**config.mk**
```make
export PLATFORM = sky130hd
export DESIGN_NAME = i2crb_slave
export DESIGN_NICKNAME = d
export VERILOG_FILES = /design/src/pkg/i2crb_pkg.sv /design/src/pkg/i2crb_mem_if.sv /design/src/hdl/i2crb_line_mon.sv /design/src/hdl/i2crb_ram.sv /design/src/hdl/i2crb_slave.sv
export SDC_FILE = /design/constraint.sdc
export NUM_CORES = 1
export LEC_CHECK = 0
export CAP_MARGIN = 40
export CELL_PAD_IN_SITES_DETAIL_PLACEMENT = 0
export CELL_PAD_IN_SITES_GLOBAL_PLACEMENT = 1
export CORE_MARGIN = 3
export CORE_UTILIZATION = 57
export DETAILED_ROUTE_END_ITERATION = 10
export DONT_BUFFER_PORTS = 1
export HOLD_SLACK_MARGIN = 0.06
export PLACE_DENSITY = 0.95
export SYNTH_ARGS = -nofsm -noshare
export SYNTH_HDL_FRONTEND = slang
export SYNTH_SLANG_ARGS = --single-unit
```
**constraint.sdc**
```tcl
create_clock -name i_clk_sys -period 10.8 [get_ports i_clk_sys]
set_clock_uncertainty 0.2 [all_clocks]
set_input_delay 0.54 -clock i_clk_sys [delete_from_list [all_inputs] [get_ports i_clk_sys]]
set_output_delay 0.54 -clock i_clk_sys [all_outputs]
set_load 0.1 [all_outputs]
```
**src/pkg/i2crb_pkg.sv**
```systemverilog
// Purpose: shared constants and types of the two-wire slave with its 32-byte buffer
// Assumes: 40 MHz system clock, bus master drives SCL, open-drain pins resolved outside
// Notes: times are in ns and turned into cycle counts here
package i2crb_pkg;

  // system clock period, 25 ns
  localparam int unsigned CLK_PERIOD_NS = 32'h0000_0019;
  // data setup before SCL is let go after a stretch, 250 ns
  localparam int unsigned T_SU_DAT_NS   = 32'h0000_00FA;
  localparam int unsigned SU_CYC        = (T_SU_DAT_NS + CLK_PERIOD_NS - 1) / CLK_PERIOD_NS;
  localparam logic [3:0]  SU_LOAD       = 4'(SU_CYC);
  localparam logic [3:0]  SU_IDLE       = 4'h0;

  // buffer geometry: 32 bytes, 5 address bits
  localparam int unsigned BUF_DEPTH     = 32'h0000_0020;
  localparam int unsigned BUF_AW        = 32'h0000_0005;
  localparam logic [7:0]  PTR_MAX       = 8'h1F;
  localparam logic [7:0]  FILL_BYTE     = 8'hFF;
  localparam logic [7:0]  BYTE_RST      = 8'h00;
  localparam logic [4:0]  BASE_RST      = 5'h00;
  localparam logic [5:0]  CUR_RST       = 6'h00;

  // bit counting within a byte
  localparam logic [3:0]  CNT_RST       = 4'h0;
  localparam logic [3:0]  LAST_RX_BIT   = 4'h7;
  localparam logic [3:0]  BITS_PER_BYTE = 4'h8;

  // phases of the ninth bit
  localparam logic [1:0]  PH_WAIT_FALL  = 2'h0;
  localparam logic [1:0]  PH_DRIVE      = 2'h1;
  localparam logic [1:0]  PH_RELEASE    = 2'h2;

  typedef enum logic [7:0] {
    ST_IDLE     = 8'h01,
    ST_RX       = 8'h02,
    ST_STALL_RX = 8'h04,
    ST_ACK      = 8'h08,
    ST_TX       = 8'h10,
    ST_TX_ACK   = 8'h20,
    ST_STALL_TX = 8'h40,
    ST_IGNORE   = 8'h80
  } i2crb_state_type;

endpackage : i2crb_pkg

```
**src/pkg/i2crb_mem_if.sv**
```systemverilog
// Purpose: buffer access signals between the protocol engine and the buffer memory
// Assumes: one master port and one processor port
// Notes: ctl is the requesting side, mem the storage side
`timescale 1ns/1ps
interface i2crb_mem_if #(
  parameter int unsigned AW = i2crb_pkg::BUF_AW
);
  logic          m_req;
  logic          m_we;
  logic [AW-1:0] m_addr;
  logic [7:0]    m_wdata;
  logic [7:0]    m_rdata;
  logic          c_req;
  logic          c_we;
  logic [AW-1:0] c_addr;
  logic [7:0]    c_wdata;
  logic [7:0]    c_rdata;
  logic          c_done;
  logic          c_ready;

  modport ctl (
    output m_req, m_we, m_addr, m_wdata, c_req, c_we, c_addr, c_wdata,
    input  m_rdata, c_rdata, c_done, c_ready
  );
  modport mem (
    input  m_req, m_we, m_addr, m_wdata, c_req, c_we, c_addr, c_wdata,
    output m_rdata, c_rdata, c_done, c_ready
  );
endinterface : i2crb_mem_if

```
**src/hdl/i2crb_line_mon.sv**
```systemverilog
// Purpose: synchronise SCL and SDA and find edges, Start and Stop
// Assumes: pins are asynchronous to the system clock
// Notes: edge, Start and Stop outputs are pulses one system cycle long, o_scl and o_sda are levels
`timescale 1ns/1ps
module i2crb_line_mon (
  input  wire logic i_clk_sys,
  input  wire logic i_sys_rst,
  input  wire logic i_scl,
  input  wire logic i_sda,
  output logic      o_scl,
  output logic      o_sda,
  output logic      o_scl_rise,
  output logic      o_scl_fall,
  output logic      o_start,
  output logic      o_stop
);
  logic scl_m_q;
  logic scl_s_q;
  logic scl_p_q;
  logic sda_m_q;
  logic sda_s_q;
  logic sda_p_q;

  // two-flop synchronisers plus one history stage, idle bus reads high
  always_ff @(posedge i_clk_sys or posedge i_sys_rst) begin
    if (i_sys_rst) begin
      scl_m_q <= 1'b1;
      scl_s_q <= 1'b1;
      scl_p_q <= 1'b1;
      sda_m_q <= 1'b1;
      sda_s_q <= 1'b1;
      sda_p_q <= 1'b1;
    end else begin
      scl_m_q <= i_scl;
      scl_s_q <= scl_m_q;
      scl_p_q <= scl_s_q;
      sda_m_q <= i_sda;
      sda_s_q <= sda_m_q;
      sda_p_q <= sda_s_q;
    end
  end

  // a few cycles of latency against a 1.25 us half period at 400 kHz
  assign o_scl      = scl_s_q;
  assign o_sda      = sda_s_q;
  assign o_scl_rise = scl_s_q & ~scl_p_q;
  assign o_scl_fall = ~scl_s_q & scl_p_q;
  // sda moving while scl stays high frames a transfer
  assign o_start    = scl_s_q & scl_p_q & sda_p_q & ~sda_s_q;
  assign o_stop     = scl_s_q & scl_p_q & ~sda_p_q & sda_s_q;

endmodule : i2crb_line_mon

```
**src/hdl/i2crb_ram.sv**
```systemverilog
// Purpose: 32-byte buffer shared by the bus master and the processor
// Assumes: master requests are many cycles apart
// Notes: master wins a shared cycle, processor request waits one cycle in a holding slot
`timescale 1ns/1ps
module i2crb_ram #(
  parameter int unsigned DEPTH = i2crb_pkg::BUF_DEPTH
) (
  input  wire logic  i_clk_sys,
  input  wire logic  i_sys_rst,
  i2crb_mem_if.mem   mif
);
  logic [7:0]            mem_q [DEPTH];
  logic                  pend_q;
  logic                  pend_we_q;
  logic [$bits(mif.c_addr)-1:0] pend_addr_q;
  logic [7:0]            pend_wdata_q;
  logic                  cpu_go;
  logic                  cpu_we;
  logic [$bits(mif.c_addr)-1:0] cpu_addr;
  logic [7:0]            cpu_wdata;

  // processor side takes the held request first, then a live one
  assign cpu_go      = (pend_q | mif.c_req) & ~mif.m_req;
  assign cpu_we      = pend_q ? pend_we_q : mif.c_we;
  assign cpu_addr    = pend_q ? pend_addr_q : mif.c_addr;
  assign cpu_wdata   = pend_q ? pend_wdata_q : mif.c_wdata;
  assign mif.c_ready = ~pend_q;

  // holding slot for a processor request that met a master request
  always_ff @(posedge i_clk_sys or posedge i_sys_rst) begin
    if (i_sys_rst) begin
      pend_q       <= 1'b0;
      pend_we_q    <= 1'b0;
      pend_addr_q  <= '0;
      pend_wdata_q <= i2crb_pkg::BYTE_RST;
    end else if (mif.m_req && mif.c_req && !pend_q) begin
      pend_q       <= 1'b1;
      pend_we_q    <= mif.c_we;
      pend_addr_q  <= mif.c_addr;
      pend_wdata_q <= mif.c_wdata;
    end else if (cpu_go) begin
      pend_q       <= 1'b0;
    end
  end

  // single storage port, one access per cycle
  always_ff @(posedge i_clk_sys) begin
    if (mif.m_req && mif.m_we) begin
      mem_q[mif.m_addr] <= mif.m_wdata;
    end else if (cpu_go && cpu_we) begin
      mem_q[cpu_addr] <= cpu_wdata;
    end
  end

  // registered read data and completion pulse
  always_ff @(posedge i_clk_sys or posedge i_sys_rst) begin
    if (i_sys_rst) begin
      mif.m_rdata <= i2crb_pkg::BYTE_RST;
      mif.c_rdata <= i2crb_pkg::BYTE_RST;
      mif.c_done  <= 1'b0;
    end else begin
      mif.c_done <= cpu_go;
      if (mif.m_req && !mif.m_we) begin
        mif.m_rdata <= mem_q[mif.m_addr];
      end
      if (cpu_go && !cpu_we) begin
        mif.c_rdata <= mem_q[cpu_addr];
      end
    end
  end

endmodule : i2crb_ram

```
**src/hdl/i2crb_slave.sv**
```systemverilog
// Purpose: two-wire slave with compatible stall mode and 32-byte buffered mode
// Assumes: SCL and SDA are open drain, driven low while the matching enable is high
// Notes: processor handshakes are single-cycle pulses on the system clock
`timescale 1ns/1ps
module i2crb_slave (
  input  wire logic       i_clk_sys,
  input  wire logic       i_sys_rst,
  input  wire logic       i_scl,
  input  wire logic       i_sda,
  output logic            o_scl_o,
  output logic            o_scl_oe,
  output logic            o_sda_o,
  output logic            o_sda_oe,
  output logic            o_pins_claimed,
  input  wire logic       i_enable,
  input  wire logic       i_ram_buffer_mode,
  input  wire logic       i_hw_address_compare_enable,
  input  wire logic       i_sleep,
  input  wire logic [6:0] i_slave_address,
  output logic            o_byte_complete,
  output logic [7:0]      o_rx_data,
  output logic            o_rx_is_address,
  output logic            o_stalled,
  output logic            o_dir,
  output logic            o_slave_busy,
  input  wire logic       i_cpu_release,
  input  wire logic       i_cpu_nack,
  input  wire logic [7:0] i_cpu_tx_data,
  input  wire logic       i_cpu_base_wr,
  input  wire logic [4:0] i_cpu_base_pointer,
  input  wire logic       i_cpu_buf_wr,
  input  wire logic       i_cpu_buf_rd,
  input  wire logic [7:0] i_cpu_buf_wdata,
  output logic [7:0]      o_cpu_buf_rdata,
  output logic            o_cpu_buf_done,
  output logic            o_cpu_buf_ready
);
  i2crb_mem_if mif ();

  i2crb_pkg::i2crb_state_type state_q;
  logic       scl_s;
  logic       sda_s;
  logic       rise;
  logic       fall;
  logic       start;
  logic       stop;
  logic [7:0] shift_q;
  logic [7:0] tx_q;
  logic [3:0] bit_cnt_q;
  logic [3:0] su_cnt_q;
  logic [1:0] ph_q;
  logic       is_addr_q;
  logic       dir_q;
  logic       ack_q;
  logic       first_q;
  logic       sda_low_q;
  logic       seen_low_q;
  logic       busy_q;
  logic       bc_q;
  logic       oor_q;
  logic [4:0] base_q;
  logic [5:0] cur_q;
  logic [4:0] cpu_cur_q;
  logic [7:0] rx_byte;
  logic       byte_done;
  logic       addr_done;
  logic       addr_match;
  logic       mst_ack;
  logic       fetch_addr;
  logic       fetch_next;
  logic       store_byte;
  logic       cpu_access;
  logic       sleep_hold;
  logic [7:0] tx_next;

  i2crb_line_mon u_line_mon (
    .i_clk_sys  (i_clk_sys),
    .i_sys_rst  (i_sys_rst),
    .i_scl      (i_scl),
    .i_sda      (i_sda),
    .o_scl      (scl_s),
    .o_sda      (sda_s),
    .o_scl_rise (rise),
    .o_scl_fall (fall),
    .o_start    (start),
    .o_stop     (stop)
  );

  i2crb_ram u_ram (
    .i_clk_sys (i_clk_sys),
    .i_sys_rst (i_sys_rst),
    .mif       (mif)
  );

  // next byte to put on the bus: buffer data, filler when out of range, or processor data
  function automatic logic [7:0] tx_pick(input logic ram, input logic oor,
                                         input logic [7:0] mem, input logic [7:0] cpu);
    if (!ram) begin
      tx_pick = cpu;
    end else if (oor) begin
      tx_pick = i2crb_pkg::FILL_BYTE;
    end else begin
      tx_pick = mem;
    end
  endfunction : tx_pick

  // events decoded from the protocol state
  assign rx_byte    = {shift_q[6:0], sda_s};
  assign byte_done  = (state_q == i2crb_pkg::ST_RX) && rise && !start && !stop
                      && (bit_cnt_q == i2crb_pkg::LAST_RX_BIT) && i_enable;
  assign addr_done  = byte_done && is_addr_q;
  assign addr_match = (rx_byte[7:1] == i_slave_address);
  assign mst_ack    = (state_q == i2crb_pkg::ST_TX_ACK) && rise && !sda_s && i_enable;
  assign fetch_addr = addr_done && rx_byte[0] && i_ram_buffer_mode
                      && (!i_hw_address_compare_enable || addr_match);
  assign fetch_next = mst_ack && i_ram_buffer_mode;
  assign store_byte = byte_done && !is_addr_q && i_ram_buffer_mode && !first_q && !cur_q[5];
  assign sleep_hold = i_ram_buffer_mode && i_sleep && !scl_s
                      && (state_q != i2crb_pkg::ST_IDLE) && (state_q != i2crb_pkg::ST_IGNORE);
  // byte to load for the next transmit, a bit select on a call result is not legal
  assign tx_next    = tx_pick(i_ram_buffer_mode, oor_q, mif.m_rdata, tx_q);

  // pins: open drain, only low is ever driven, claimed while enabled
  assign o_pins_claimed = i_enable;
  assign o_scl_o        = 1'b0;
  assign o_sda_o        = 1'b0;
  assign o_sda_oe       = sda_low_q && i_enable;
  assign o_scl_oe       = i_enable && ((seen_low_q && ((state_q == i2crb_pkg::ST_STALL_RX)
                          || (state_q == i2crb_pkg::ST_STALL_TX)))
                          || (su_cnt_q != i2crb_pkg::SU_IDLE) || sleep_hold);
  assign o_stalled      = (state_q == i2crb_pkg::ST_STALL_RX)
                          || (state_q == i2crb_pkg::ST_STALL_TX);
  assign o_dir          = dir_q;
  assign o_slave_busy   = busy_q;
  assign o_byte_complete = bc_q;

  // protocol engine
  always_ff @(posedge i_clk_sys or posedge i_sys_rst) begin
    if (i_sys_rst) begin
      state_q    <= i2crb_pkg::ST_IDLE;
      shift_q    <= i2crb_pkg::BYTE_RST;
      tx_q       <= i2crb_pkg::BYTE_RST;
      o_rx_data  <= i2crb_pkg::BYTE_RST;
      bit_cnt_q  <= i2crb_pkg::CNT_RST;
      su_cnt_q   <= i2crb_pkg::SU_IDLE;
      ph_q       <= i2crb_pkg::PH_WAIT_FALL;
      is_addr_q  <= 1'b0;
      o_rx_is_address <= 1'b0;
      dir_q      <= 1'b0;
      ack_q      <= 1'b0;
      first_q    <= 1'b0;
      sda_low_q  <= 1'b0;
      seen_low_q <= 1'b0;
    end else if (!i_enable) begin
      state_q    <= i2crb_pkg::ST_IDLE;
      sda_low_q  <= 1'b0;
      seen_low_q <= 1'b0;
      su_cnt_q   <= i2crb_pkg::SU_IDLE;
    end else if (start) begin
      state_q    <= i2crb_pkg::ST_RX;
      bit_cnt_q  <= i2crb_pkg::CNT_RST;
      is_addr_q  <= 1'b1;
      sda_low_q  <= 1'b0;
      seen_low_q <= 1'b0;
      su_cnt_q   <= i2crb_pkg::SU_IDLE;
    end else if (stop) begin
      state_q    <= i2crb_pkg::ST_IDLE;
      sda_low_q  <= 1'b0;
      seen_low_q <= 1'b0;
      su_cnt_q   <= i2crb_pkg::SU_IDLE;
    end else begin
      if (su_cnt_q != i2crb_pkg::SU_IDLE) begin
        su_cnt_q <= su_cnt_q - 4'h1;
      end
      case (state_q)
        i2crb_pkg::ST_IDLE: begin
        end
        i2crb_pkg::ST_RX: begin
          if (rise) begin
            shift_q   <= rx_byte;
            bit_cnt_q <= bit_cnt_q + 4'h1;
          end
          if (byte_done) begin
            o_rx_data       <= rx_byte;
            o_rx_is_address <= is_addr_q;
            ph_q            <= i2crb_pkg::PH_WAIT_FALL;
            if (is_addr_q) begin
              dir_q   <= rx_byte[0];
              first_q <= !rx_byte[0];
              if (!i_hw_address_compare_enable) begin
                state_q <= i2crb_pkg::ST_STALL_RX;
              end else if (addr_match) begin
                ack_q   <= 1'b1;
                state_q <= i2crb_pkg::ST_ACK;
              end else begin
                state_q <= i2crb_pkg::ST_IGNORE;
              end
            end else if (i_ram_buffer_mode) begin
              ack_q   <= !(first_q && (rx_byte > i2crb_pkg::PTR_MAX));
              first_q <= 1'b0;
              state_q <= i2crb_pkg::ST_ACK;
            end else begin
              state_q <= i2crb_pkg::ST_STALL_RX;
            end
          end
        end
        i2crb_pkg::ST_STALL_RX: begin
          if (fall) begin
            seen_low_q <= 1'b1;
          end
          if (i_cpu_release) begin
            ack_q      <= !i_cpu_nack;
            tx_q       <= i_cpu_tx_data;
            seen_low_q <= 1'b0;
            state_q    <= i2crb_pkg::ST_ACK;
            if (seen_low_q || fall) begin
              sda_low_q <= !i_cpu_nack;
              su_cnt_q  <= i2crb_pkg::SU_LOAD;
              ph_q      <= i2crb_pkg::PH_DRIVE;
            end
          end
        end
        i2crb_pkg::ST_ACK: begin
          if (ph_q == i2crb_pkg::PH_WAIT_FALL && fall) begin
            sda_low_q <= ack_q;
            ph_q      <= i2crb_pkg::PH_DRIVE;
          end else if (ph_q == i2crb_pkg::PH_DRIVE && rise) begin
            ph_q      <= i2crb_pkg::PH_RELEASE;
          end else if (ph_q == i2crb_pkg::PH_RELEASE && fall) begin
            bit_cnt_q <= i2crb_pkg::CNT_RST;
            if (!ack_q) begin
              sda_low_q <= 1'b0;
              state_q   <= i2crb_pkg::ST_IGNORE;
            end else if (dir_q) begin
              tx_q      <= tx_next;
              sda_low_q <= !tx_next[7];
              state_q   <= i2crb_pkg::ST_TX;
            end else begin
              sda_low_q <= 1'b0;
              is_addr_q <= 1'b0;
              state_q   <= i2crb_pkg::ST_RX;
            end
          end
        end
        i2crb_pkg::ST_TX: begin
          if (rise) begin
            bit_cnt_q <= bit_cnt_q + 4'h1;
          end else if (fall && bit_cnt_q == i2crb_pkg::BITS_PER_BYTE) begin
            sda_low_q <= 1'b0;
            ph_q      <= i2crb_pkg::PH_WAIT_FALL;
            state_q   <= i2crb_pkg::ST_TX_ACK;
          end else if (fall) begin
            tx_q      <= {tx_q[6:0], 1'b0};
            sda_low_q <= !tx_q[6];
          end
        end
        i2crb_pkg::ST_TX_ACK: begin
          if (rise && sda_s) begin
            state_q <= i2crb_pkg::ST_IGNORE;
          end else if (mst_ack) begin
            if (i_ram_buffer_mode) begin
              ph_q    <= i2crb_pkg::PH_RELEASE;
            end else begin
              state_q <= i2crb_pkg::ST_STALL_TX;
            end
          end else if (fall && ph_q == i2crb_pkg::PH_RELEASE) begin
            tx_q      <= tx_next;
            sda_low_q <= !tx_next[7];
            bit_cnt_q <= i2crb_pkg::CNT_RST;
            state_q   <= i2crb_pkg::ST_TX;
          end
        end
        i2crb_pkg::ST_STALL_TX: begin
          if (fall) begin
            seen_low_q <= 1'b1;
          end
          if (i_cpu_release) begin
            tx_q       <= i_cpu_tx_data;
            seen_low_q <= 1'b0;
            bit_cnt_q  <= i2crb_pkg::CNT_RST;
            if (seen_low_q || fall) begin
              sda_low_q <= !i_cpu_tx_data[7];
              su_cnt_q  <= i2crb_pkg::SU_LOAD;
              state_q   <= i2crb_pkg::ST_TX;
            end else begin
              ph_q      <= i2crb_pkg::PH_RELEASE;
              state_q   <= i2crb_pkg::ST_TX_ACK;
            end
          end
        end
        i2crb_pkg::ST_IGNORE: begin
        end
        default: begin
          state_q <= i2crb_pkg::ST_IDLE;
        end
      endcase
    end
  end

  // byte complete pulse on every address, received and transmitted byte
  always_ff @(posedge i_clk_sys or posedge i_sys_rst) begin
    if (i_sys_rst) begin
      bc_q <= 1'b0;
    end else begin
      bc_q <= byte_done || ((state_q == i2crb_pkg::ST_TX_ACK) && rise && i_enable);
    end
  end

  // slave busy: set on hardware match, cleared by Stop or disable
  always_ff @(posedge i_clk_sys or posedge i_sys_rst) begin
    if (i_sys_rst) begin
      busy_q <= 1'b0;
    end else if (addr_done && i_hw_address_compare_enable && addr_match) begin
      busy_q <= 1'b1;
    end else if (stop || !i_enable) begin
      busy_q <= 1'b0;
    end
  end

  // master base and current pointers
  always_ff @(posedge i_clk_sys or posedge i_sys_rst) begin
    if (i_sys_rst) begin
      base_q <= i2crb_pkg::BASE_RST;
      cur_q  <= i2crb_pkg::CUR_RST;
    end else if (fetch_addr) begin
      cur_q  <= {1'b0, base_q} + 6'h01;
    end else if (addr_done) begin
      cur_q  <= {1'b0, base_q};
    end else if (byte_done && !is_addr_q && i_ram_buffer_mode && first_q) begin
      if (rx_byte <= i2crb_pkg::PTR_MAX) begin
        base_q <= rx_byte[4:0];
        cur_q  <= {1'b0, rx_byte[4:0]};
      end
    end else if ((store_byte || fetch_next) && !cur_q[5]) begin
      cur_q  <= cur_q + 6'h01;
    end
  end

  // master side buffer requests, one-cycle strobes
  always_ff @(posedge i_clk_sys or posedge i_sys_rst) begin
    if (i_sys_rst) begin
      mif.m_req   <= 1'b0;
      mif.m_we    <= 1'b0;
      mif.m_addr  <= i2crb_pkg::BASE_RST;
      mif.m_wdata <= i2crb_pkg::BYTE_RST;
      oor_q       <= 1'b0;
    end else begin
      mif.m_req <= 1'b0;
      if (store_byte) begin
        mif.m_req   <= 1'b1;
        mif.m_we    <= 1'b1;
        mif.m_addr  <= cur_q[4:0];
        mif.m_wdata <= rx_byte;
      end else if (fetch_addr) begin
        mif.m_req  <= 1'b1;
        mif.m_we   <= 1'b0;
        mif.m_addr <= base_q;
        oor_q      <= 1'b0;
      end else if (fetch_next) begin
        mif.m_req  <= !cur_q[5];
        mif.m_we   <= 1'b0;
        mif.m_addr <= cur_q[4:0];
        oor_q      <= cur_q[5];
      end
    end
  end

  // processor side: own pointer, independent of the master pointers
  assign cpu_access      = (i_cpu_buf_wr || i_cpu_buf_rd) && mif.c_ready;
  assign mif.c_req       = cpu_access;
  assign mif.c_we        = i_cpu_buf_wr;
  assign mif.c_addr      = cpu_cur_q;
  assign mif.c_wdata     = i_cpu_buf_wdata;
  assign o_cpu_buf_rdata = mif.c_rdata;
  assign o_cpu_buf_done  = mif.c_done;
  assign o_cpu_buf_ready = mif.c_ready;

  always_ff @(posedge i_clk_sys or posedge i_sys_rst) begin
    if (i_sys_rst) begin
      cpu_cur_q <= i2crb_pkg::BASE_RST;
    end else if (i_cpu_base_wr) begin
      cpu_cur_q <= i_cpu_base_pointer;
    end else if (cpu_access) begin
      cpu_cur_q <= cpu_cur_q + 5'h01;
    end
  end

endmodule : i2crb_slave

```
==> results.txt, run 1 <==
Clock Tree Root: clkbuf_16
Worst hold path depth: 3
Mapped Cells: 1589
Initial antenna violation count: 1
FF+latch count, synth: 376
Per-cell routed wire length: 25.0 um
Vias/cell: 6.75
Worst reg2reg path startpoint: u_ram.pend_q
Number of CTS-inserted buffers: 41
Clock-pin slew on the worst setup and hold paths: 0.06 ns
Critical Path Fanout Max: 21
Register area share after synthesis: 56.6%
Sequential Power Share: 45.6%
Share of layout cells above drive strength 1: 17.1%
Max-slew headroom: 33.8%
Fmax: 0.271 GHz
Power Density: 165 nW/um^2
Peak supply drop: 0.156 mV
Reg-to-reg slack, setup: 7.18 ns
Pleak: 7.80 nW
Core Region: 32600 um^2
Synth warnings: 0
NumNets Final: 1649
TritonCTS clock tree: built
Worst hold start: i_cpu_tx_data[0]
Reg area: 10700 um^2
Worst hold slack: 0.0739 ns
Hold worst-path end: tx_q[0]
Via count: 14000
Worst setup EP type: primary output
Pint: 2.60 mW
Sw Ratio: 26.7%
Post-CTS Setup Bufs: 0
Worst Tran Pin Value: 0.979 ns
Initial Util: 58.0%
Cts repair resizes: 0
Die X: 188 um
P&R area growth vs syn: 13.3%
Worst skew pair latency: 0.55 ns
Final Max Tran Viols: 0
Routed wire length: 51.9 mm
Vias in the first global route: 13900
First-pass GRT wire length: 81.3 mm
# rows: 66
Share of flip-flops with an asynchronous set or reset: 31.9%
RSZ-0062 raised after global routing: false
Post-DRT Antenna Nets: 0
Tmin final: 3.69 ns
Primary FF master, synth: edfxtp_1
CP Launch Type: flop
P_sw: 947 uW
Vert. Die Dim: 188 um
Hold Crit Class: in2reg
Largest net degree at the start of global routing: 83
GPL Wtd Cong: 0.878
Final Cycle Share: 34.2%
Cell variety after synth: 84
Filler cell count: 2352
Final Hold Fails: 0
Setup TNS: 0 ns
Die area: 35400 um^2
Critical Path AT: 2.95 ns
Worst Setup SP: state_q[6]
Multi-input logic area: 7810 um^2
Critical path class: reg2out
Setup-failing EPs final: 0
IO Port Bufs: 0
GR Overflow Total: 0
Max-Cap Viols: 0
Reg2Reg Depth: 6
Drt drc: 0
Antenna cells: 0
Reg2Reg Capture Point: u_ram.mif.c_rdata[4]
# H-tree levels: 2
Maximum root-to-sink buffer count: 3
Tot GR Track Use: 29.5%
Post-synth EDFFs: 256
Combinational Power Share: 13.7%
CTS Hold Bufs: 24
Run status: completed
Avg Cell Area, Syn: 11.9 um^2
Part of the power in the clock network: 40.7%
Drt pass-1 iters: 6
Mapped Area: 18900 um^2
CP Data Required Time: 10.06 ns
Initial DRC count: 2079
Clock sinks: 376
Num ports: 69
DP Wirelength: 33.7 mm
-- logic make-up after synthesis --
| logic type | count (synthesis) | synth area share [%] |
|---|---|---|
| AND/OR/NAND/NOR | 664 | 16.4 |
| flip-flops | 376 | 56.6 |
| AO/OA/AOI/OAI | 230 | 8.40 |
| multiplexers | 167 | 14.3 |
| buffers and inverters | 123 | 2.81 |
| XOR/XNOR | 22 | 1.02 |
| adder cells (fa/ha/maj) | 6 | 0.397 |
| other | 1 | 0.0198 |
-- state kept, by name (all words and copies together), names as in the netlist, 2 cells and up --
register / count
ph_q: 2
o_rx_data: 8
u_ram.pend_wdata_q: 8
state_q: 8
cur_q: 6
u_ram.pend_addr_q: 5
mif.m_wdata: 8
base_q: 5
tx_q: 8
bit_cnt_q: 4
u_ram.mif.m_rdata: 8
cpu_cur_q: 5
shift_q: 7
su_cnt_q: 4
u_ram.mem_q: 256
u_ram.mif.c_rdata: 8
mif.m_addr: 5
-- cell type report --
cell class	instances	share of cell area (%)
repair buffers	76	4.23
inverters	16	0.304
multi-input cells	1091	36.5
flip-flops and latches	376	50.0
well taps	442	2.58
clock inverters	27	1.49
clock buffers	48	4.96
-- placed cells by master (no fill, tap or decap), types with 12 or more instances in the layout --
master         synthesis  routed
edfxtp_1             256     256
nor2_1                87      86
buf_4                  8      35
nand3_1              107     107
mux4_2                80      80
nand4_1               26      26
mux2i_1               54      52
buf_16                 0      13
dlygate4sd3_1          0      24
nor2b_1               13      12
clkbuf_16              0      41
a21oi_1               57      49
inv_1                 16      15
nand2_1              338     338
dfrtp_1              113     111
a32oi_1               18      18
o21ai_0               47      47
nand2b_1              14      14
mux2_2                31      30
-- how the worst max path moves through the flow --
stage                                     to  cells past startpoint
after floorplan                     o_scl_oe                      7
after global placement              o_scl_oe                      4
after detailed placement  u_ram.mem_q[17][3]                      5
after CTS                           o_scl_oe                      5
after global routing      u_ram.mem_q[11][0]                      5
final                               o_scl_oe                      5
-- routing by layer --
layer,vias to the layer above,track usage [%],part of all wire (%)
li1,6005,-,-
met1,6856,40.3,38
met2,959,46.5,46
met3,185,6.82,11
met4,2,11.8,4.5
met5,-,0,0.025
-- synth_stat cells (all sizes together), types with 7 or more instances --
cell type  count  share of area, %
dfstp          7              0.97
nor2b         13              0.43
xor2          11              0.51
mux4          80               9.5
edfxtp       256                41
nor2          87               1.7
dfrtp        113                15
or4            7              0.30
nand4         28              0.99
a22oi          8              0.32
nor4b          7              0.39
a32o          11              0.58
buf           49               1.3
nand2b        14              0.46
nand2        338               6.7
mux2          33               2.0
nor4          10              0.51
and2           7              0.24
a32oi         18              0.83
a21oi         59               1.6
clkbuf        58               1.2
xnor2         11              0.51
inv           16              0.32
nor3          14              0.52
nand3        107               2.8
o31ai          8              0.32
o21ai         56               1.5
mux2i         54               2.9
a221o         10              0.53
o32ai         13              0.60
-- worst max-delay path, cell delays in order (launching register included) --
cell and delay (ns):
dfrtp_1 0.75, xor2_1 0.24, and3_2 0.76, a221oi_1 0.23
nor2b_2 0.23, buf_16 0.19
-- power groups by stage --
stage	clock [mW]	sequential, mW	combinational, mW
floorplan	0	1.69	0.231
global placement	0	1.70	0.320
detailed placement	0	1.64	0.468
CTS	1.46	1.61	0.477
global route	1.52	1.62	0.513
finish	1.44	1.62	0.486
-- metrics by stage --
step	instance area, um^2	utilization (%)	power, mW	instances	setup WS [ns]
after floorplan	18900	-	1.92	1590	6.13
after global placement	19300	59.3	2.02	1952	7.24
after detailed placement	19800	60.6	2.11	1975	7.23
after CTS	21400	65.6	3.55	2074	7.14
after global routing	21400	65.7	3.65	2076	6.96
final	21400	65.7	3.55	2076	7.11
No activity file was read; power rests on OpenSTA's default activity.
==> run 2: changes to the inputs <==
--- a/config.mk
+++ b/config.mk
@@ -9,11 +9,11 @@
 export CELL_PAD_IN_SITES_DETAIL_PLACEMENT = 0
 export CELL_PAD_IN_SITES_GLOBAL_PLACEMENT = 1
 export CORE_MARGIN = 3
-export CORE_UTILIZATION = 57
+export CORE_UTILIZATION = 53
 export DETAILED_ROUTE_END_ITERATION = 10
 export DONT_BUFFER_PORTS = 1
 export HOLD_SLACK_MARGIN = 0.06
-export PLACE_DENSITY = 0.95
+export PLACE_DENSITY = 0.92
 export SYNTH_ARGS = -nofsm -noshare
 export SYNTH_HDL_FRONTEND = slang
 export SYNTH_SLANG_ARGS = --single-unit
==> constraint.sdc (replaced) <==
create_clock -name i_clk_sys -period 3.85 [get_ports i_clk_sys]
set_clock_uncertainty 0.2 [all_clocks]
set_input_delay 0.1925 -clock i_clk_sys [delete_from_list [all_inputs] [get_ports i_clk_sys]]
set_output_delay 0.1925 -clock i_clk_sys [all_outputs]
set_load 0.1 [all_outputs]
==> run 2 against run 1 <==
Power rose to 2.8 times the previous value. Non-clock buffer count increased by 61. Die area increased by 7.3%. Via count up 0.11%. Register-to-register slack got worse by 6.9 ns. Clock power increased to 2.7 times the previous value. Sequential cell count is the same. Global-route usage down 1.6 points. Cell count rose by 3.5%. Clock-buffer cell count up 8.
==> results.txt, run 2 (synthesis gave the netlist of run 1 again) <==
Run status: completed
Hold Crit Class: in2reg
Drt pass-1 iters: 7 (+1)
Clock Tree Root: clkbuf_16
TritonCTS clock tree: built
Initial DRC count: 1933 (-7.0%)
Critical Path AT: 3.84 ns (+0.89 ns)
Largest Register: u_ram.mem_q
CP Launch Type: flop
Combinational Power Share: 14.2% (+0.5 points)
Pint: 7.18 mW (+180%)
Per-cell routed wire length: 24.8 um (-0.70%)
Antenna cells: 0 (unchanged)
Drt drc: 0 (unchanged)
Reg2Reg Depth: 8 (+2)
RSZ-0062 raised after global routing: false
Post-CTS Setup Bufs: 0 (unchanged)
Setup-failing EPs final: 0 (unchanged)
# rows: 68 (+3.0%)
Cts repair resizes: 0 (unchanged)
Tmin final: 3.55 ns
Critical path class: reg2reg
Clock-pin slew on the worst setup and hold paths: 0.06 ns (about the same)
Final instance area: 21900 um^2 (+2.3%)
Largest net degree at the start of global routing: 90 (+8.4%)
Max FFs per register: 256 (unchanged)
CTS Hold Bufs: 42 (+75%)
Share of layout cells above drive strength 1: 18.8% (+1.6 points)
Setup TNS: 0 ns (unchanged)
Hold worst-path end: state_q[5]
Setup Slack @ Placement: 0.834 ns (-6.39 ns)
Reg-to-reg slack, setup: 0.30 ns (-6.88 ns)
Final Max Tran Viols: 0 (unchanged)
NumNets Final: 1710 (+3.7%)
Part of the power in the clock network: 39.6% (-1.1 points)
DP Wirelength: 34.7 mm (+3.1%)
Fmax: 0.281 GHz
P_sw: 2.63 mW (+180%)
Worst Tran Pin Value: 0.916 ns (-0.0626 ns)
Critical Path Fanout Max: 14 (-33%)
Sequential Power Share: 46.2% (+0.6 points)
First-pass GRT wire length: 82.8 mm (+1.9%)
Maximum root-to-sink buffer count: 3 (unchanged)
Clock sinks: 376 (unchanged)
Peak supply drop: 0.495 mV (+220%)
Final Cycle Share: 92.3%
# H-tree levels: 2 (unchanged)
P&R area growth vs syn: 15.9%
Max-slew headroom: 38.9% (+5.1 points)
Most frequent cells in the layout: 338 x nand2_1, 256 x edfxtp_1, 111 x dfrtp_1
Setup ws final: 0.295 ns (-6.81 ns)
Pleak: 8.09 nW (+3.8%)
Worst hold start: i_enable
GR Overflow Total: 0 (unchanged)
Sw Ratio: 26.8% (+0.086 points)
Number of CTS-inserted buffers: 41 (unchanged)
Num ports: 69 (unchanged)
Worst hold path depth: 5 (+2)
Initial antenna violation count: 0 (-1)
Die X: 195 um (+3.6%)
Routed wire length: 53.3 mm (+2.8%)
Post-DRT Antenna Nets: 0 (unchanged)
CP Data Required Time: 4.14 ns (-5.92 ns)
Power Density: 448 nW/um^2 (+170%)
Vias/cell: 6.52 (-3.3%)
Core Region: 34900 um^2 (+6.9%)
Commonest non-fill, non-tap cell in the layout: nand2_1
Placed cell area: 20100 um^2 (+1.8%)
Vias in the first global route: 13800 (-0.18%)
Vert. Die Dim: 195 um (+3.6%)
Worst reg2reg path startpoint: state_q[1]
Worst setup EP type: flop
Worst hold slack: 0.0948 ns (+0.0209 ns)
Max-Cap Viols: 0 (unchanged)
IO Port Bufs: 0 (unchanged)
Final Hold Fails: 0 (unchanged)
Worst skew pair latency: 0.56 ns (about the same)
GPL Wtd Cong: 0.918 (+4.6%)
Tot GR Track Use: 27.9% (-1.6 points)
Reg2Reg Capture Point: o_slave_busy
Initial Util: 54.2% (-3.8 points)
Via count: 14000 (+0.11%)
Die area: 38000 um^2 (+7.3%)
## run 2: area by class of cell
type,instances,area (um^2)
Clock inverter,18,190
Clock buffer,56,1130
Multi-Input combinational cell,1091,7800
Inverter,16,65.1
Timing Repair Buffer,137,1460
Sequential cell,376,10700
Fill cell,2604,13000
Tap cell,455,569
## run 2: metrics by stage
step	util (%)	std cells	power, mW
finish	62.8	2149	9.81
global route	62.8	2149	10.1
CTS	62.7	2147	9.84
detailed placement	57.7	2031	5.93
global placement	56.7	2016	5.73
floorplan	-	1590	5.39
## run 2: how the worst max path moves through the flow
stage | from | to | slack, ns | cells after the start
floorplan | state_q[1] | o_scl_oe | 0.02 | 7
global placement | state_q[3] | tx_q[2] | 0.90 | 5
detailed placement | state_q[6] | mif.m_addr[2] | 0.83 | 6
CTS | state_q[1] | o_slave_busy | 0.34 | 8
global route | state_q[1] | o_slave_busy | 0.13 | 8
finish | state_q[1] | o_slave_busy | 0.30 | 8
## run 2: routing by layer
layer | vias to the layer above | wire [um] | GRT usage, %
li1 | 6119 | - | -
met1 | 6857 | 20500 | 38.5
met2 | 906 | 25100 | 44.6
met3 | 140 | 5780 | 5.98
met4 | 0 | 1870 | 9.48
met5 | - | 0 | 0
## run 2: worst max-delay path: stages (launching register included)
cell           delay [ns]
dfrtp_1              0.65
nor4b_2              0.68
nand4_1              0.30
nor2_1               0.23
buf_4                0.19
nand3_1              0.07
dlygate4sd3_1        0.58
nand2_1              0.06
dlygate4sd3_1        0.53
## run 2: power groups by stage
| stage | logic [mW] | registers (mW) | clock network [mW] |
|---|---|---|---|
| after floorplan | 0.650 | 4.74 | 0 |
| after global placement | 0.943 | 4.79 | 0 |
| after detailed placement | 1.33 | 4.60 | 0 |
| after CTS | 1.38 | 4.53 | 3.94 |
| after global routing | 1.47 | 4.53 | 4.11 |
| final | 1.39 | 4.53 | 3.88 |
==> run 3: changes to the inputs <==
--- a/config.mk
+++ b/config.mk
@@ -8,12 +8,13 @@
 export CAP_MARGIN = 40
 export CELL_PAD_IN_SITES_DETAIL_PLACEMENT = 0
 export CELL_PAD_IN_SITES_GLOBAL_PLACEMENT = 1
+export CORE_ASPECT_RATIO = 1.2
 export CORE_MARGIN = 3
-export CORE_UTILIZATION = 53
+export CORE_UTILIZATION = 47
 export DETAILED_ROUTE_END_ITERATION = 10
 export DONT_BUFFER_PORTS = 1
 export HOLD_SLACK_MARGIN = 0.06
-export PLACE_DENSITY = 0.92
+export PLACE_DENSITY = 0.87
 export SYNTH_ARGS = -nofsm -noshare
 export SYNTH_HDL_FRONTEND = slang
 export SYNTH_SLANG_ARGS = --single-unit
==> constraint.sdc (replaced) <==
create_clock -name i_clk_sys -period 3.2 [get_ports i_clk_sys]
set_clock_uncertainty 0.2 [all_clocks]
set_input_delay 0.16 -clock i_clk_sys [delete_from_list [all_inputs] [get_ports i_clk_sys]]
set_output_delay 0.16 -clock i_clk_sys [all_outputs]
set_load 0.1 [all_outputs]
==> run 3 against run 2 <==
Cell area grew 0.83%. Setup slack lost 0.039 ns. Critical path type is now reg2out. Critical endpoint is now o_scl_oe. Hold slack worse by 0.016 ns. Cell count up 3.7%. Sequential power is 20% higher.
==> results.txt, run 3 (synthesis gave the netlist of run 1 again) <==
Final Max Tran Viols: 0 (unchanged)
Largest delay share family, worst path: simple AND/OR/NAND/NOR gates
Initial DRC count: 1279 (-34%)
# H-tree levels: 2 (unchanged)
Clock Tree Root: clkbuf_16
Routing usage on met1: 29.9% (-8.6 points)
Sw Ratio: 27.0% (+0.16 points)
Reg2Reg Depth: 6 (-2)
Maximum root-to-sink buffer count: 3 (unchanged)
Number of CTS-inserted buffers: 40 (-2.4%)
WP depth: 7 (-1)
Setup Slack @ Placement: 0.340 ns (-0.493 ns)
Vias in the first global route: 14100 (+2.0%)
Hold Crit Class: in2reg
Worst hold start: i_ram_buffer_mode
Max-Cap Viols: 0 (unchanged)
Max FFs per register: 256 (unchanged)
DP Wirelength: 36.1 mm (+4.0%)
Placed insts: 2111 (+3.9%)
Post-CTS Setup Bufs: 0 (unchanged)
Largest net degree at the start of global routing: 121 (+34%)
Most frequent cells in the layout: 338 x nand2_1, 256 x edfxtp_1, 111 x dfrtp_1
Core Region: 39200 um^2 (+12%)
Reg2Reg Capture Point: state_q[0]
Initial antenna violation count: 1 (+1)
Worst reg2reg path startpoint: state_q[2]
P_sw: 3.16 mW (+20%)
Clock-pin slew on the worst setup and hold paths: 0.06 ns (about the same)
Final Hold Fails: 0 (unchanged)
Drt pass-1 iters: 5 (-2)
CP Buf/Inv Count: 3 (unchanged)
Combinational Power Share: 14.3% (about the same)
Antenna cells: 0 (unchanged)
Clock sinks: 376 (unchanged)
Critical Path Fanout Max: 11 (-3)
Max-slew headroom: 35.4% (-3.5 points)
Cell mode on critical path: buf_4
Sequential Power Share: 46.3% (about the same)
Fmax: 0.340 GHz
Num ports: 69 (unchanged)
Pleak: 8.12 nW (+0.34%)
Die X: 189 um (-3.0%)
Setup ws final: 0.257 ns (-0.0389 ns)
NumNets Final: 1717 (+0.41%)
Tot GR Track Use: 25.4% (-2.5 points)
Worst skew pair latency: 0.56 ns (about the same)
Routed wire length: 54.4 mm (+2.1%)
Reg-to-reg slack, setup: 0.31 ns (about the same)
CP Data Required Time: 2.84 ns (-1.30 ns)
Critical Path AT: 2.58 ns (-1.26 ns)
Worst setup EP type: primary output
IO Port Bufs: 0 (unchanged)
Tmin final: 2.94 ns
Peak supply drop: 0.537 mV (+8.5%)
Vert. Die Dim: 226 um (+16%)
CP max stage cell: dfrtp_1
Crit path cell chain: buf_4 -> nor4_1 -> and3_2 -> buf_4 -> a221oi_1 -> nor2b_2 -> buf_12
Initial Util: 48.2% (-6.0 points)
First-pass GRT wire length: 82.8 mm (about the same)
Drt drc: 0 (unchanged)
CP Launch Type: flop
GPL Wtd Cong: 0.932 (+1.5%)
TritonCTS clock tree: built
Post-DRT Antenna Nets: 0 (unchanged)
Hold worst-path end: cur_q[4]
Per-cell routed wire length: 24.4 um (-1.6%)
Global route hottest layer: met2
GR Overflow Total: 0 (unchanged)
Critical path class: reg2out
Worst Tran Pin Value: 0.965 ns (+0.0488 ns)
Pint: 8.56 mW (+19%)
Run status: completed
Largest Register: u_ram.mem_q
Power Density: 531 nW/um^2 (+19%)
P&R area growth vs syn: 16.8%
RSZ-0062 raised after global routing: false
Vias/cell: 6.25 (-4.2%)
Commonest non-fill, non-tap cell in the layout: nand2_1
CP peak stage delay: 0.47 ns (-0.21 ns)
Via count: 13900 (-0.65%)
Part of the power in the clock network: 39.4% (-0.2 points)
Die area: 42700 um^2 (+12%)
Worst hold path depth: 6 (+1)
Setup-failing EPs final: 0 (unchanged)
Met3 Usage GRT: 4.75% (-1.2 points)
Final Cycle Share: 92.0%
Share of layout cells above drive strength 1: 19.4% (+0.62 points)
Grt met2 use: 45.0% (+0.35 points)
Final Non-Filler Cells: 2228 (+3.7%)
Filler cell count: 3136 (+20%)
# rows: 79 (+16%)
## run 3: changes by cell type in the layout (fill, tap and decap cells not counted), sizes merged
| cell | change |
|---|---|
| buf | +7 |
| clkbuf | -7 |
| clkinvlp | +5 |
| clkinv | +5 |
| dlygate4sd3 | +1 |
| inv | -3 |
## run 3: worst max path at each step
stage / startpoint / end / slack, ns
5_1_grt: state_q[3] / o_scl_oe / 0.1
3_3_place_gp: state_q[1] / tx_q[6] / 0.35
3_5_place_dp: state_q[1] / tx_q[2] / 0.34
4_1_cts: state_q[3] / o_scl_oe / 0.17
2_1_floorplan: state_q[1] / o_scl_oe / -0.03
6_report: state_q[3] / o_scl_oe / 0.26
## run 3: timing repair
action                     4_1_cts  5_1_grt
gates resized for setup          0        1
setup endpoints to repair        0        1
hold buffers                    43        0
hold endpoints to repair       198        0
## run 3: worst register-to-register path: stages, from the launching register on
cell and delay (ns):
dfrtp_1 0.51, or4_1 0.72, nor2_1 0.43, a21oi_2 0.09
o211ai_4 0.32, and2_4 0.23, mux2_1 0.32
## run 3: stage by stage
stage | hold slack (ns) | util, % | TNS [ns] | cell area (um^2) | power (mW)
floorplan | -0.0355 | - | -0.0310 | 18900 | 6.49
global placement | -0.0354 | 51.1 | 0 | 20100 | 6.92
detailed placement | -0.0354 | 51.9 | 0 | 20400 | 7.11
CTS | 0.0635 | 56.3 | 0 | 22100 | 11.7
global route | 0.0986 | 56.3 | 0 | 22100 | 12.1
finish | 0.0785 | 56.3 | 0 | 22100 | 11.7
## run 3: area by class of cell
class                           instances  area [um^2]  share of cell area, %
Sequential cell                       376        10700                   48.4
Tap cell                              526          658                   2.98
Inverter                               16         63.8                  0.289
Timing Repair Buffer                  145         1550                   7.03
Clock buffer                           49         1080                   4.87
Multi-Input combinational cell       1091         7800                   35.3
Clock inverter                         25          239                   1.08
## run 3: layer usage
metal | part of all wire, % | vias up
met5 | 0.035 | -
met4 | 4.9 | 2
met3 | 8.4 | 165
met2 | 51 | 755
met1 | 36 | 6874
li1 | - | 6135
## run 3: power groups by stage
stage	clock network [mW]	registers, mW	logic (mW)
2_1_floorplan	0	5.71	0.782
3_3_place_gp	0	5.68	1.24
3_5_place_dp	0	5.52	1.59
4_1_cts	4.67	5.42	1.66
5_1_grt	4.89	5.43	1.77
6_report	4.63	5.42	1.68
